<file path="src/core/trv_pkg.sv">
/*
 Shared constants and carriers for the thread reset and vector control block.
 Assumes a classic Wishbone slave with 32-bit data and byte addresses.
*/
package trv_pkg;
	localparam int THREADS = 8;
	localparam int SYNC_W = 3;
	// Register byte offsets
	localparam logic [3:0] VECTOR_OFS = 4'h0;
	localparam logic [3:0] ERROR_OFS = 4'h8;
	localparam logic [3:0] CTRL_OFS = 4'hC;
	// Vector and error register field positions
	localparam int CLR_LSB = 24;
	localparam int ISR_LSB = 16;
	localparam int DIS_LSB = 8;
	localparam int ARM_LSB = 0;
	localparam int MISS_LSB = 24;
	localparam logic [31:0] ZERO_WORD = 32'h0000_0000;
	localparam logic [7:0] ZERO_BYTE = 8'h00;

	typedef struct packed {
		logic [7:0] clear;
		logic [7:0] isr;
	} trv_strobe_t;
endpackage

</file>
<file path="src/core/trv_vector_ctrl.sv">
/*
 Per-thread reset, clear and interrupt vectoring with a Wishbone register slave.
 Assumes a single 200 MHz core clock; the reset pin and external interrupt
 inputs may be asynchronous; the opcode decoder reports interrupt returns.
*/
// Behaviour
// - Async reset loads only the bridge flops; other fabric flops reset synchronously from the bridge; no memory is touched here.
// - Reset pin bridged: asserts asynchronously, releases after SYNC_W clocks.
// - Core-clear pin clears every thread, disarms it, vectors it home.
// - Writing one to a clear bit clears exactly those threads, like core clear.
// - Service strobe tells decoder to push PC on stack 7 and vector.
// - Interrupt requests are taken only by armed threads.
// - Requests during service are ignored until the service routine ends.
// - Interrupt return resumes the thread and re-enables its response.
// - A request dropped during service sets that thread's missed flag.
// - Any thread clear disarms that thread.
// - Arm and disarm are radio buttons; simultaneous write gives disarmed.
// - Zero bits written to arm or disarm change nothing.
// - Reading the arm field returns each thread's armed state; the disarm field returns its complement.
// - External inputs optionally resynchronised, then rising/falling edge detected.
// - Vector logic uses its enable delayed one clock by a flop.
// - In each vector flop except arm, set beats reset in the same clock; for arm, disarm and clear beat arm.
// - In-service sets on armed request, clears on return or thread clear.
// - Accepted request pends until its service strobe issues, then retires.
// - Clear strobes use the same pend and retire logic from both sources.
// - Vector register: clear [31:24], request [23:16], disarm [15:8], arm [7:0].
// - Clear wins over register interrupt request for the same thread.
// - Missed flags read in error register bits [31:24], one means missed.
`timescale 1ns/1ps
`default_nettype none
module trv_vector_ctrl #(
	parameter int SYNC_DEPTH = trv_pkg::SYNC_W,
	parameter logic [7:0] XSR_RESYNC = 8'hFF,
	parameter logic [7:0] XSR_RISE = 8'hFF,
	parameter logic [7:0] XSR_FALL = 8'h00
) (
	// Clock and reset
	input wire logic clk_i,
	input wire logic rst_i,
	// Pins
	input wire logic core_clear_i,
	input wire logic [7:0] xsr_req_i,
	// Decoder
	input wire logic vec_en_i,
	input wire logic [7:0] interrupt_return_op_i,
	output logic [7:0] clear_strobe_o,
	output logic [7:0] isr_strobe_o,
	output logic core_rst_o,
	// Wishbone
	input wire logic wb_cyc_i,
	input wire logic wb_stb_i,
	input wire logic wb_we_i,
	input wire logic [3:0] wb_adr_i,
	input wire logic [3:0] wb_sel_i,
	input wire logic [31:0] wb_dat_i,
	output logic [31:0] wb_dat_o,
	output logic wb_ack_o,
	output logic wb_err_o
);
	// Bridge flops (constant under async reset, clean release) and the delayed enable
	logic [SYNC_DEPTH-1:0] rst_sync_ff;
	logic rst_int;
	logic vec_en_ff;

	// Per-thread state
	logic [7:0] arm_ff;
	logic [7:0] svc_ff;
	logic [7:0] pend_isr_ff;
	logic [7:0] pend_clr_ff;
	logic [7:0] missed_request_flags_ff;

	// Pin conditioning
	logic [7:0] xsr_s1_ff;
	logic [7:0] xsr_s2_ff;
	logic [7:0] xsr_s3_ff;
	logic [7:0] xsr_prev_ff;
	logic [2:0] cla_sync_ff;
	logic cla_ff;
	logic [7:0] xsr_lvl;
	logic [7:0] xsr_evt;

	// Bus decode
	logic wb_req;
	logic wr_vec;
	logic wr_err;
	logic [7:0] wr_clr;
	logic [7:0] wr_isr;
	logic [7:0] wr_dis;
	logic [7:0] wr_arm;
	logic [7:0] wr_miss;
	// Next state
	logic [7:0] nxt_clr;
	logic [7:0] req;
	logic [7:0] take;
	logic [7:0] drop;
	logic [7:0] nxt_arm;
	logic [7:0] nxt_svc;
	logic [7:0] nxt_pend_isr;
	logic [7:0] nxt_pend_clr;
	logic [7:0] nxt_missed;
	logic [7:0] nxt_isr_strobe;
	logic [7:0] nxt_clear_strobe;

	// Byte of a write, gated by its lane select
	function automatic logic [7:0] wr_byte(input logic [31:0] d, input logic s, input logic w);
		wr_byte = (w && s) ? d[7:0] : trv_pkg::ZERO_BYTE;
	endfunction

	// Event from conditioned level; no edge option means level sensitive
	function automatic logic edge_evt(input logic lvl, input logic prev, input logic rise,
		input logic fall);
		if (rise && lvl && !prev)
			edge_evt = 1'b1;
		else if (fall && !lvl && prev)
			edge_evt = 1'b1;
		else if (!rise && !fall)
			edge_evt = lvl;
		else
			edge_evt = 1'b0;
	endfunction

	// Offsets that answer with ack; all others get err
	function automatic logic is_mapped(input logic [3:0] a);
		is_mapped = (a == trv_pkg::VECTOR_OFS) || (a == trv_pkg::ERROR_OFS)
			|| (a == trv_pkg::CTRL_OFS);
	endfunction

	// Read mux; the status word is read-only
	function automatic logic [31:0] rd_word(input logic [3:0] a);
		case (a)
			trv_pkg::VECTOR_OFS: rd_word = {pend_clr_ff, svc_ff, ~arm_ff, arm_ff};
			trv_pkg::ERROR_OFS: rd_word = {missed_request_flags_ff, trv_pkg::ZERO_BYTE,
				trv_pkg::ZERO_BYTE, trv_pkg::ZERO_BYTE};
			trv_pkg::CTRL_OFS: rd_word = {pend_isr_ff, trv_pkg::ZERO_BYTE, trv_pkg::ZERO_BYTE,
				7'h00, cla_ff};
			default: rd_word = trv_pkg::ZERO_WORD;
		endcase
	endfunction

	always_ff @(posedge clk_i or posedge rst_i)
	begin
		if (rst_i)
			rst_sync_ff <= '1;
		else
			rst_sync_ff <= {rst_sync_ff[SYNC_DEPTH-2:0], 1'b0};
	end
	assign rst_int = rst_sync_ff[SYNC_DEPTH-1];

	// Registered copy, so the output comes straight from a flop
	always_ff @(posedge clk_i)
	begin
		core_rst_o <= rst_int;
	end

	// First stage may go metastable; only stage 2 reads it
	always_ff @(posedge clk_i)
	begin
		if (rst_int)
			xsr_s1_ff <= trv_pkg::ZERO_BYTE;
		else
			xsr_s1_ff <= xsr_req_i;
	end

	// Stages 2 and 3
	always_ff @(posedge clk_i)
	begin
		if (rst_int)
		begin
			xsr_s2_ff <= trv_pkg::ZERO_BYTE;
			xsr_s3_ff <= trv_pkg::ZERO_BYTE;
		end
		else
		begin
			xsr_s2_ff <= xsr_s1_ff;
			xsr_s3_ff <= xsr_s2_ff;
		end
	end

	// Previous level; reset matches the idle low pin, so no false edge
	always_ff @(posedge clk_i)
	begin
		if (rst_int)
			xsr_prev_ff <= trv_pkg::ZERO_BYTE;
		else
			xsr_prev_ff <= xsr_lvl;
	end

	// Core clear pin: three stages
	always_ff @(posedge clk_i)
	begin
		if (rst_int)
			cla_sync_ff <= 3'h0;
		else
			cla_sync_ff <= {cla_sync_ff[1:0], core_clear_i};
	end

	// Counted once stages 2 and 3 agree; a glitch never reaches the threads
	always_ff @(posedge clk_i)
	begin
		if (rst_int)
			cla_ff <= 1'b0;
		else if (cla_sync_ff[1] == cla_sync_ff[2])
			cla_ff <= cla_sync_ff[2];
	end

	// Level counts once stages 2 and 3 agree
	always_comb
	begin
		for (int t = 0; t < trv_pkg::THREADS; t++)
		begin
			if (!XSR_RESYNC[t])
				xsr_lvl[t] = xsr_req_i[t];
			else if (xsr_s2_ff[t] == xsr_s3_ff[t])
				xsr_lvl[t] = xsr_s3_ff[t];
			else
				xsr_lvl[t] = xsr_prev_ff[t];
		end
	end

	// Edge options are fixed per thread at build time
	always_comb
	begin
		for (int t = 0; t < trv_pkg::THREADS; t++)
		begin
			xsr_evt[t] = edge_evt(xsr_lvl[t], xsr_prev_ff[t], XSR_RISE[t], XSR_FALL[t]);
		end
	end

	// Bus decode
	assign wb_req = wb_cyc_i && wb_stb_i && !wb_ack_o && !wb_err_o;
	assign wr_vec = wb_req && wb_we_i && (wb_adr_i == trv_pkg::VECTOR_OFS);
	assign wr_err = wb_req && wb_we_i && (wb_adr_i == trv_pkg::ERROR_OFS);
	assign wr_clr = wr_byte(wb_dat_i[trv_pkg::CLR_LSB +: 8], wb_sel_i[3], wr_vec);
	assign wr_isr = wr_byte(wb_dat_i[trv_pkg::ISR_LSB +: 8], wb_sel_i[2], wr_vec);
	assign wr_dis = wr_byte(wb_dat_i[trv_pkg::DIS_LSB +: 8], wb_sel_i[1], wr_vec);
	assign wr_arm = wr_byte(wb_dat_i[trv_pkg::ARM_LSB +: 8], wb_sel_i[0], wr_vec);
	assign wr_miss = wr_byte(wb_dat_i[trv_pkg::MISS_LSB +: 8], wb_sel_i[3], wr_err);

	// Either clear source; pin clears all threads
	assign nxt_clr = wr_clr | {8{cla_ff}};
	// Clear masks register request only; pin events bypass the clear mask
	assign req = (wr_isr & ~nxt_clr) | xsr_evt;

	// Acceptance needs the delayed enable; a busy thread drops and flags
	always_comb
	begin
		take = trv_pkg::ZERO_BYTE;
		drop = trv_pkg::ZERO_BYTE;
		for (int t = 0; t < trv_pkg::THREADS; t++)
		begin
			if (vec_en_ff && req[t] && arm_ff[t])
			begin
				if (svc_ff[t])
					drop[t] = 1'b1;
				else
					take[t] = 1'b1;
			end
		end
	end

	// Next state; set terms are ORed last so they win over clears, except arm, where disarm and clear win
	always_comb
	begin
		nxt_arm = (arm_ff | wr_arm) & ~wr_dis & ~nxt_clr;
		nxt_svc = take | (svc_ff & ~interrupt_return_op_i & ~nxt_clr);
		nxt_pend_isr = take | (pend_isr_ff & ~isr_strobe_o & ~nxt_clr);
		nxt_pend_clr = nxt_clr | (pend_clr_ff & ~clear_strobe_o);
		nxt_missed = drop | (missed_request_flags_ff & ~wr_miss);
		nxt_isr_strobe = pend_isr_ff & ~isr_strobe_o & ~pend_clr_ff & {8{vec_en_ff}};
		nxt_clear_strobe = pend_clr_ff & ~clear_strobe_o & {8{vec_en_ff}};
	end

	// Enable delayed one clock before the vector logic uses it
	always_ff @(posedge clk_i)
	begin
		if (rst_int)
			vec_en_ff <= 1'b0;
		else
			vec_en_ff <= vec_en_i;
	end

	// Arm: disarm and clear outrank arm; zeros change nothing
	always_ff @(posedge clk_i)
	begin
		if (rst_int)
			arm_ff <= trv_pkg::ZERO_BYTE;
		else
			arm_ff <= nxt_arm;
	end

	// In service: set outranks return and clear
	always_ff @(posedge clk_i)
	begin
		if (rst_int)
			svc_ff <= trv_pkg::ZERO_BYTE;
		else
			svc_ff <= nxt_svc;
	end

	// Pending request, retired by its strobe
	always_ff @(posedge clk_i)
	begin
		if (rst_int)
			pend_isr_ff <= trv_pkg::ZERO_BYTE;
		else
			pend_isr_ff <= nxt_pend_isr;
	end

	// Pending clear, retired by its strobe
	always_ff @(posedge clk_i)
	begin
		if (rst_int)
			pend_clr_ff <= trv_pkg::ZERO_BYTE;
		else
			pend_clr_ff <= nxt_pend_clr;
	end

	// Service strobe, one cycle, only while enabled
	always_ff @(posedge clk_i)
	begin
		if (rst_int)
			isr_strobe_o <= trv_pkg::ZERO_BYTE;
		else
			isr_strobe_o <= nxt_isr_strobe;
	end

	// Clear strobe, one cycle, only while enabled
	always_ff @(posedge clk_i)
	begin
		if (rst_int)
			clear_strobe_o <= trv_pkg::ZERO_BYTE;
		else
			clear_strobe_o <= nxt_clear_strobe;
	end

	// Missed flags: a new miss wins over a write-one clear
	always_ff @(posedge clk_i)
	begin
		if (rst_int)
			missed_request_flags_ff <= trv_pkg::ZERO_BYTE;
		else
			missed_request_flags_ff <= nxt_missed;
	end

	// Single wait-free answer
	always_ff @(posedge clk_i)
	begin
		if (rst_int)
			wb_ack_o <= 1'b0;
		else
			wb_ack_o <= wb_req && is_mapped(wb_adr_i);
	end

	// Refusal has no side effect: writes decode only mapped offsets
	always_ff @(posedge clk_i)
	begin
		if (rst_int)
			wb_err_o <= 1'b0;
		else
			wb_err_o <= wb_req && !is_mapped(wb_adr_i);
	end

	// Read data stands with ack only, zero otherwise
	always_ff @(posedge clk_i)
	begin
		if (rst_int)
			wb_dat_o <= trv_pkg::ZERO_WORD;
		else if (wb_req && !wb_we_i)
			wb_dat_o <= rd_word(wb_adr_i);
		else
			wb_dat_o <= trv_pkg::ZERO_WORD;
	end
endmodule
`default_nettype wire

</file>
<file path="config.mk">
export PLATFORM = sky130hd
export DESIGN_NAME = trv_vector_ctrl
export DESIGN_NICKNAME = d
export VERILOG_FILES = /design/src/core/trv_pkg.sv /design/src/core/trv_vector_ctrl.sv
export SDC_FILE = /design/constraint.sdc
export NUM_CORES = 1
export LEC_CHECK = 0
export BUFFER_PORTS_ARGS = -buffer_cell sky130_fd_sc_hd__buf_2
export CAP_MARGIN = 20
export CELL_PAD_IN_SITES_DETAIL_PLACEMENT = 1
export CELL_PAD_IN_SITES_GLOBAL_PLACEMENT = 1
export CORE_UTILIZATION = 40
export CTS_BUF_LIST = sky130_fd_sc_hd__clkbuf_2
export CTS_CLUSTER_DIAMETER = 30
export DETAILED_ROUTE_END_ITERATION = 16
export GPL_ROUTABILITY_DRIVEN = 0
export PLACE_DENSITY_LB_ADDON = 0.15
export SLEW_MARGIN = 20
export SYNTH_ARGS = -nofsm -noshare
export SYNTH_HDL_FRONTEND = slang
export SYNTH_SLANG_ARGS = --single-unit
</file>
<file path="constraint.sdc">
create_clock -name clk_i -period 2.8 [get_ports clk_i]
set_input_delay 0.28 -clock clk_i [delete_from_list [all_inputs] [get_ports clk_i]]
set_output_delay 0.28 -clock clk_i [all_outputs]
set_load 0.05 [all_outputs]
</file>
==> key figures, run 1 <==
Status
  • Status: finished, final reports clean

Timing
  • Relative max-transition margin: 0.469
  • Final Max Slew Viols: 0
  • RSZ-0062 raised after global routing: false
  • Worst slew pin tran: about 0.8 ns
  • Final hold vios: 0
  • Setup TNS: 0 ns
  • Post-layout min period: roughly 2.7 ns
  • Setup violators final: 0
  • Setup ws final: 0.127 ns
  • Fin crit share: 0.954
  • Skew final: 0.0213 ns
  • Peak Freq: roughly 370 MHz

GRT
  • Largest net degree at the start of global routing: 27
  • Initial antenna violation count: 0
  • GRT Total Usage: 0.263
  • Total global routing overflow: 0
  • Vias in the first global route: approximately 4400
  • First-pass GRT wire length: around 23000 microns

Critical path
  • Most used cell, CP: dlygate4sd3_1
  • Critical path depth: 9
  • Slowest CP cell: dlygate4sd3_1
  • CP top delay family: buffers and inverters
  • CP peak stage delay: between 0.5 and 0.6 ns
  • Critical path class: in -> reg
  • Worst path required time: 3.43 ns
  • Crit-path max FO: 11
  • Critical Path, Cell by Cell: dlygate4sd3_1 -> buf_2 -> nor4_1 -> buf_4 -> and3_2 -> a31oi_1 -> dlygate4sd3_1 -> nor3_1 -> dlygate4sd3_1
  • R2R cell count: 6
  • Buf+Inv Stages, Crit Path: 5
  • Crit end category: register
  • CP Launch Type: input pin
  • Crit path from: wb_adr_i[2]
  • Worst Path Arrival: 3.30 ns
  • R2R Path Start: wb_ack_o$_SDFF_PP0_

Synthesis
  • Cell Area, Synth: 4490 sq um
  • Most numerous cell in the Yosys netlist: dfxtp_1
  • Synth Warn #: 0
  • Post-Syn Instances: 459
  • Yosys reg bits: between 100 and 150
  • Post-synth top area cell: dfxtp_1
  • Unique cell type count in the Yosys netlist: 34
  • Async S/R FF share, synth: 0.0229
  • Ys flop type: dfxtp_1
  • Commonest cells in the netlist: 128 x dfxtp_1, 37 x nor2b_1, 34 x a21oi_1, 34 x nand2_1, 26 x nand2b_1
  • Synth Area per Inst: 9.78 sq um
  • Area contributors post-synth: dfxtp_1 57%, nor2b_1 5.2%, a21oi_1 3.8%
  • EDFF count, synth: 0
  • Yosys top cell area share: 0.571
  • Synth Net Count: 522
  • Sequential area share after synthesis: 0.588

Finish
  • Post-Layout Inst Area: a little over 6000 sq um
  • Cell Count, Final, Fillers Out: 802
  • Layout Nets: 711
  • P&R area growth vs syn: 38.5%
  • Share of cells above drive strength 1: 0.244

Clock tree
  • Num CTS Buffers: 17
  • CTS tree: done
  • Clock root cell: clkbuf_2
  • CTS clock-pin slew for the worst setup and hold paths: about 0.19 ns
  • H-tree Lvls: 4
  • Worst-Skew Late Latency: between 0.6 and 0.7 ns
  • Max Root-Sink Buffers: 2
  • CTS sink count: 131

Routing
  • First-pass detailed-route iteration total: 5
  • Vias/cell: 5.21
  • Mean routed wirelength per cell: 17.9 microns
  • Met2 wire length: about 7300 microns
  • Vias: 4181
  • Final WL: 14400 microns
  • Drt initial violations: 249
  • Routed Antenna Nets: 0
  • Metal-1 WL: approximately 6200 microns
  • WL met3: 720 microns
  • Highest routed layer: met4
  • DRC Markers: 0

Placed design
  • Placed cell areas: 5210 sq um
  • Place WS: 0.621 ns
  • Post-detail-place hpwl: between 9000 and 10000 microns
  • Placed cell count: 698
  • Number of buffers added on ports: 113

Floorplanning
  • Rows: 38
  • Starting density of the core: 0.412
  • Die area: 11700 sq um
  • Io pins: 114
  • Chip Width: about 110 microns
  • Chip height: 108 microns
  • Core Area: 10900 sq um

Pwr
  • Peak supply drop: 0.375 mV
  • Pwr/cell area: 558 nW/um^2
  • Leak pwr: 0.00256 uW

Hold path
  • Hold Path Stages: 3
  • Hold Path Class: in -> reg
  • Hold_sp: wb_cyc_i

Flow run
  • MaxCap Viol Count: 0
==> metrics by stage <==
stage / total power [uW] / hold slack (ns) / utilization
after floorplan: 2010 / 0.213 / -
after global placement: 2090 / 0.328 / 0.478
after detailed placement: 2100 / 0.340 / 0.478
after CTS: 3500 / 0.0125 / 0.571
after global routing: 3610 / 0.0507 / 0.571
final: 3470 / 0.107 / 0.571
==> cell usage in the layout, fill, tap and decap left out, types with 10 or more instances in the layout <==
cell type / n
buf_2: 113
clkbuf_2: 17
nor2b_1: 37
dlygate4sd3_1: 71
nand2b_1: 26
dfxtp_1: 128
inv_1: 11
nand3_1: 10
and2_1: 15
nand2_1: 34
a21oi_1: 34
o21ai_0: 25
o22ai_1: 16
nor2_1: 18
nor3_1: 18
==> report_power, final <==
part	switching (uW)	internal, uW	leakage, uW	total (uW)
Sequential	16.3	1890	0.00107	1910
Clock	691	665	0.000157	1360
Combinational	104	102	0.00133	206
==> area by class of cell <==
| type | instances | area [sq um] |
|---|---|---|
| Fill cell | 1284 | 4670 |
| Sequential cell | 131 | 2640 |
| Multi-Input combinational cell | 295 | 1720 |
| Timing Repair Buffer | 192 | 1340 |
| Clock inverter | 15 | 214 |
| Tap cell | 140 | 175 |
| Clock buffer | 17 | 85.1 |
| Inverter | 11 | 41.3 |
| Antenna cell | 1 | 2.50 |
==> logic make-up (layout without fill, tap and decap cells) <==
kind of cell,Yosys count,count (layout),share of synthesized area
and+or+nand+nor,185,185,0.238
AOI/OAI and AO/OA,109,109,0.145
DFF,131,131,0.588
other,1,2,0.000835
buffers and inverters,33,235,0.0281
==> what timing repair did <==
| item | CTS | global route |
|---|---|---|
| hold endpoints to repair | 49 | 0 |
| buffers inserted | 0 | 0 |
| endpoints found under the setup margin | 0 | 7 |
| hold buffers | 71 | 0 |
| resized for setup | 0 | 1 |
==> worst paths after layout <==
kind                                             to  slack, ns
min                             wb_err_o$_SDFF_PP0_       0.11
min in group asynchronous  rst_sync_ff[2]$_DFF_PP1_       0.20
max                            arm_ff[6]$_SDFF_PP0_       0.13
max reg2reg                    arm_ff[6]$_SDFF_PP0_       0.16
max in group asynchronous  rst_sync_ff[1]$_DFF_PP1_       2.55
min reg2reg                rst_sync_ff[2]$_DFF_PP1_       0.35
==> metal layers <==
layer	track usage	vias to the layer above
met2	0.462	141
li1	-	1996
met3	0.0555	19
met5	0	-
met1	0.309	2025
met4	0.108	0
==> flip-flops by register name (all words and copies together) (netlist names) <==
signal                   cells
core_rst_o                   1
rst_sync_ff                  3
cla_sync_ff                  3
missed_request_flags_ff      8
arm_ff                       8
xsr_s2_ff                    8
wb_ack_o                     1
wb_err_o                     1
clear_strobe_o               8
vec_en_ff                    1
isr_strobe_o                 8
xsr_s1_ff                    8
cla_ff                       1
wb_dat_o                    32
svc_ff                       8
xsr_prev_ff                  8
xsr_s3_ff                    8
pend_clr_ff                  8
pend_isr_ff                  8
==> worst min-delay path, cell delays in order <==
cell,delay (ns)
buf_2,0.10
nand4bb_1,0.26
nor3_1,0.10
(Power assumes the default switching activity.)
==> run 2: changes to the inputs <==
--- a/config.mk
+++ b/config.mk
@@ -16,5 +16,5 @@
 export GPL_ROUTABILITY_DRIVEN = 0
 export PLACE_DENSITY_LB_ADDON = 0.15
-export SLEW_MARGIN = 20
+export SLEW_MARGIN = 5
 export SYNTH_ARGS = -nofsm -noshare
 export SYNTH_HDL_FRONTEND = slang
==> constraint.sdc (replaced) <==
create_clock -name clk_i -period 2.8 [get_ports clk_i]
set_input_delay 0.14 -clock clk_i [delete_from_list [all_inputs] [get_ports clk_i]]
set_output_delay 0.14 -clock clk_i [all_outputs]
set_load 0.05 [all_outputs]
==> key figures, run 2 (synthesis results as in run 1) <==
Timing
  • Peak Freq: 389 MHz (+4.0%)
  • Setup TNS: 0 ns (unchanged)
  • Relative max-transition margin: 0.490 (+0.0216)
  • RSZ-0062 raised after global routing: false
  • Final Max Slew Viols: 0 (unchanged)
  • Final hold vios: 0 (unchanged)
  • Worst slew pin tran: 0.764 ns (-0.0323 ns)
  • Fin crit share: 0.917 (-0.0372)
  • Post-layout min period: 2.57 ns (-0.104 ns)
  • Setup violators final: 0 (unchanged)
  • Setup ws final: 0.231 ns (+0.104 ns)
  • Skew final: 0.0355 ns (+0.0142 ns)

Floorplanning
  • Die area: 11700 sq um (unchanged)
  • Chip Width: 108 microns (unchanged)
  • Chip height: 108 microns (unchanged)
  • Rows: 38 (unchanged)
  • Core Area: 10900 sq um (unchanged)
  • Starting density of the core: 0.412 (unchanged)
  • Io pins: 114 (unchanged)

Finish
  • P&R area growth vs syn: 42.9%
  • Most common cell after layout, fill and taps aside: dfxtp_1
  • Largest register by flop count: wb_dat_o
  • Most frequent cells in the layout: 128 x dfxtp_1, 113 x buf_2, 98 x dlygate4sd3_1
  • FILL cells: 1281 (-0.23%)
  • Post-Layout Inst Area: 6420 sq um (+3.2%)
  • Share of cells above drive strength 1: 0.237 (-0.00631)
  • Cell Count, Final, Fillers Out: 828 (+3.2%)
  • Largest register FFs: 32 (unchanged)
  • Layout Nets: 737 (+3.7%)

Routing
  • DRC Markers: 0 (unchanged)
  • Vias/cell: 5.23 (+0.40%)
  • Vias: 4334 (+3.7%)
  • Mean routed wirelength per cell: 18.3 microns (+2.0%)
  • Drt initial violations: 190 (-24%)
  • Final WL: 15200 microns (+5.3%)
  • First-pass detailed-route iteration total: 7 (+2)
  • Routed Antenna Nets: 0 (unchanged)

GRT
  • GRT Total Usage: 0.276 (+0.0133)
  • Vias in the first global route: 4469 (+1.3%)
  • Total global routing overflow: 0 (unchanged)
  • Largest net degree at the start of global routing: 25 (-7.4%)
  • First-pass GRT wire length: 23400 microns (+3.6%)
  • Initial antenna violation count: 1 (+1)

Clock tree
  • CTS sink count: 131 (unchanged)
  • Worst-Skew Late Latency: 0.70 ns (+0.04 ns)
  • H-tree Lvls: 4 (unchanged)
  • CTS clock-pin slew for the worst setup and hold paths: 0.20 ns (about the same)
  • Setup Buffers After CTS: 0 (unchanged)
  • Clock root cell: clkbuf_2
  • Num CTS Buffers: 17 (unchanged)
  • Max Root-Sink Buffers: 2 (unchanged)
  • CTS tree: done

Placed design
  • Number of buffers added on ports: 113 (unchanged)
  • Place WS: 0.666 ns (+0.0449 ns)
  • Placed cell count: 697 (-0.14%)
  • Placed cell areas: 5200 sq um (-0.14%)
  • Post-detail-place hpwl: 9330 microns (-0.66%)

Critical path
  • Crit path from: wb_ack_o$_SDFF_PP0_
  • Slowest CP cell: nor4bb_1
  • Worst Path Arrival: 3.18 ns (-0.12 ns)
  • Crit-path max FO: 16 (+5)
  • R2R Path Start: wb_ack_o$_SDFF_PP0_
  • Critical Path, Cell by Cell: nor4bb_1 -> nand3_2 -> o21ai_0 -> o22ai_1 -> dlygate4sd3_1
  • Crit end category: register
  • CP peak stage delay: 0.61 ns (+0.04 ns)
  • Worst path required time: 3.42 ns (about the same)
  • CP Launch Type: register
  • Critical path class: reg -> reg

Flow run
  • MaxCap Viol Count: 0 (unchanged)

Pwr
  • Leak pwr: 0.00265 uW (+3.5%)
  • Pwr/cell area: 506 nW/um^2 (-9.3%)
  • Peak supply drop: 0.506 mV (+35%)
  • Tot Pwr: 3250 uW (-6.4%)

Hold path
  • Hold Path Class: in -> reg
  • Hold_sp: wb_sel_i[3]

Status
  • Status: finished, final reports clean
run 2: cell count changes in the layout (fill, tap and decap cells not counted), sizes merged:
cell	change
clkinv	+2
dlygate4sd3	+27
bufinv	-3
clkbuf	+1
buf	-1
run 2: area by class of cell:
class                   instances  area [sq um]  share of cell area
flip-flops and latches        131          2640               0.412
multi-input cells             295          1730               0.269
repair buffers                218          1600               0.249
well taps                     140           175              0.0273
clock inverters                14           140              0.0218
clock buffers                  18          90.1              0.0140
inverters                      11          41.3             0.00643
diodes                          1          2.50            0.000390
run 2: worst max-delay path: cells and delay by family (launching register included):
family | cells | cell delay (ns)
and+or+nand+nor | 2 | 1.05
AOI/OAI and AO/OA | 2 | 0.51
buffers and inverters | 1 | 0.57
DFF | 1 | 0.37
run 2: path summary, 6_finish.rpt:
check | depth (start not counted) | to | slack, ns
max | 5 | svc_ff[1]$_SDFF_PP0_ | 0.23
min | 4 | pend_isr_ff[5]$_SDFF_PP0_ | 0.12
max reg2reg | 5 | svc_ff[1]$_SDFF_PP0_ | 0.23
min reg2reg | 0 | rst_sync_ff[1]$_DFF_PP1_ | 0.33
max in group asynchronous | 4 | rst_sync_ff[0]$_DFF_PP1_ | 2.18
min in group asynchronous | 4 | rst_sync_ff[1]$_DFF_PP1_ | 0.56
run 2: stage by stage:
stage	hold slack (ns)	util
final	0.118	0.590
after global routing	0.0942	0.590
after CTS	0.0294	0.589
after detailed placement	0.200	0.477
after global placement	0.186	0.477
after floorplan	0.0733	-
run 2: timing repair:
| item | 4_1_cts | 5_1_grt |
|---|---|---|
| gates resized for setup | 0 | 2 |
| hold buffers | 98 | 0 |
| endpoints found under the setup margin | 0 | 9 |
| hold endpoints to repair | 74 | 0 |
run 2: where the power goes:
| group | switching, uW | internal, uW |
|---|---|---|
| sequential | 17.2 | 1890 |
| clock | 705 | 404 |
| combinational | 112 | 120 |
run 2: routing by layer:
layer / vias up / GRT usage / part of all wire
met5: - / 0 / 0
met4: 0 / 0.159 / 0.039
met3: 48 / 0.0657 / 0.046
met2: 159 / 0.477 / 0.50
met1: 2079 / 0.310 / 0.41
li1: 2048 / - / -
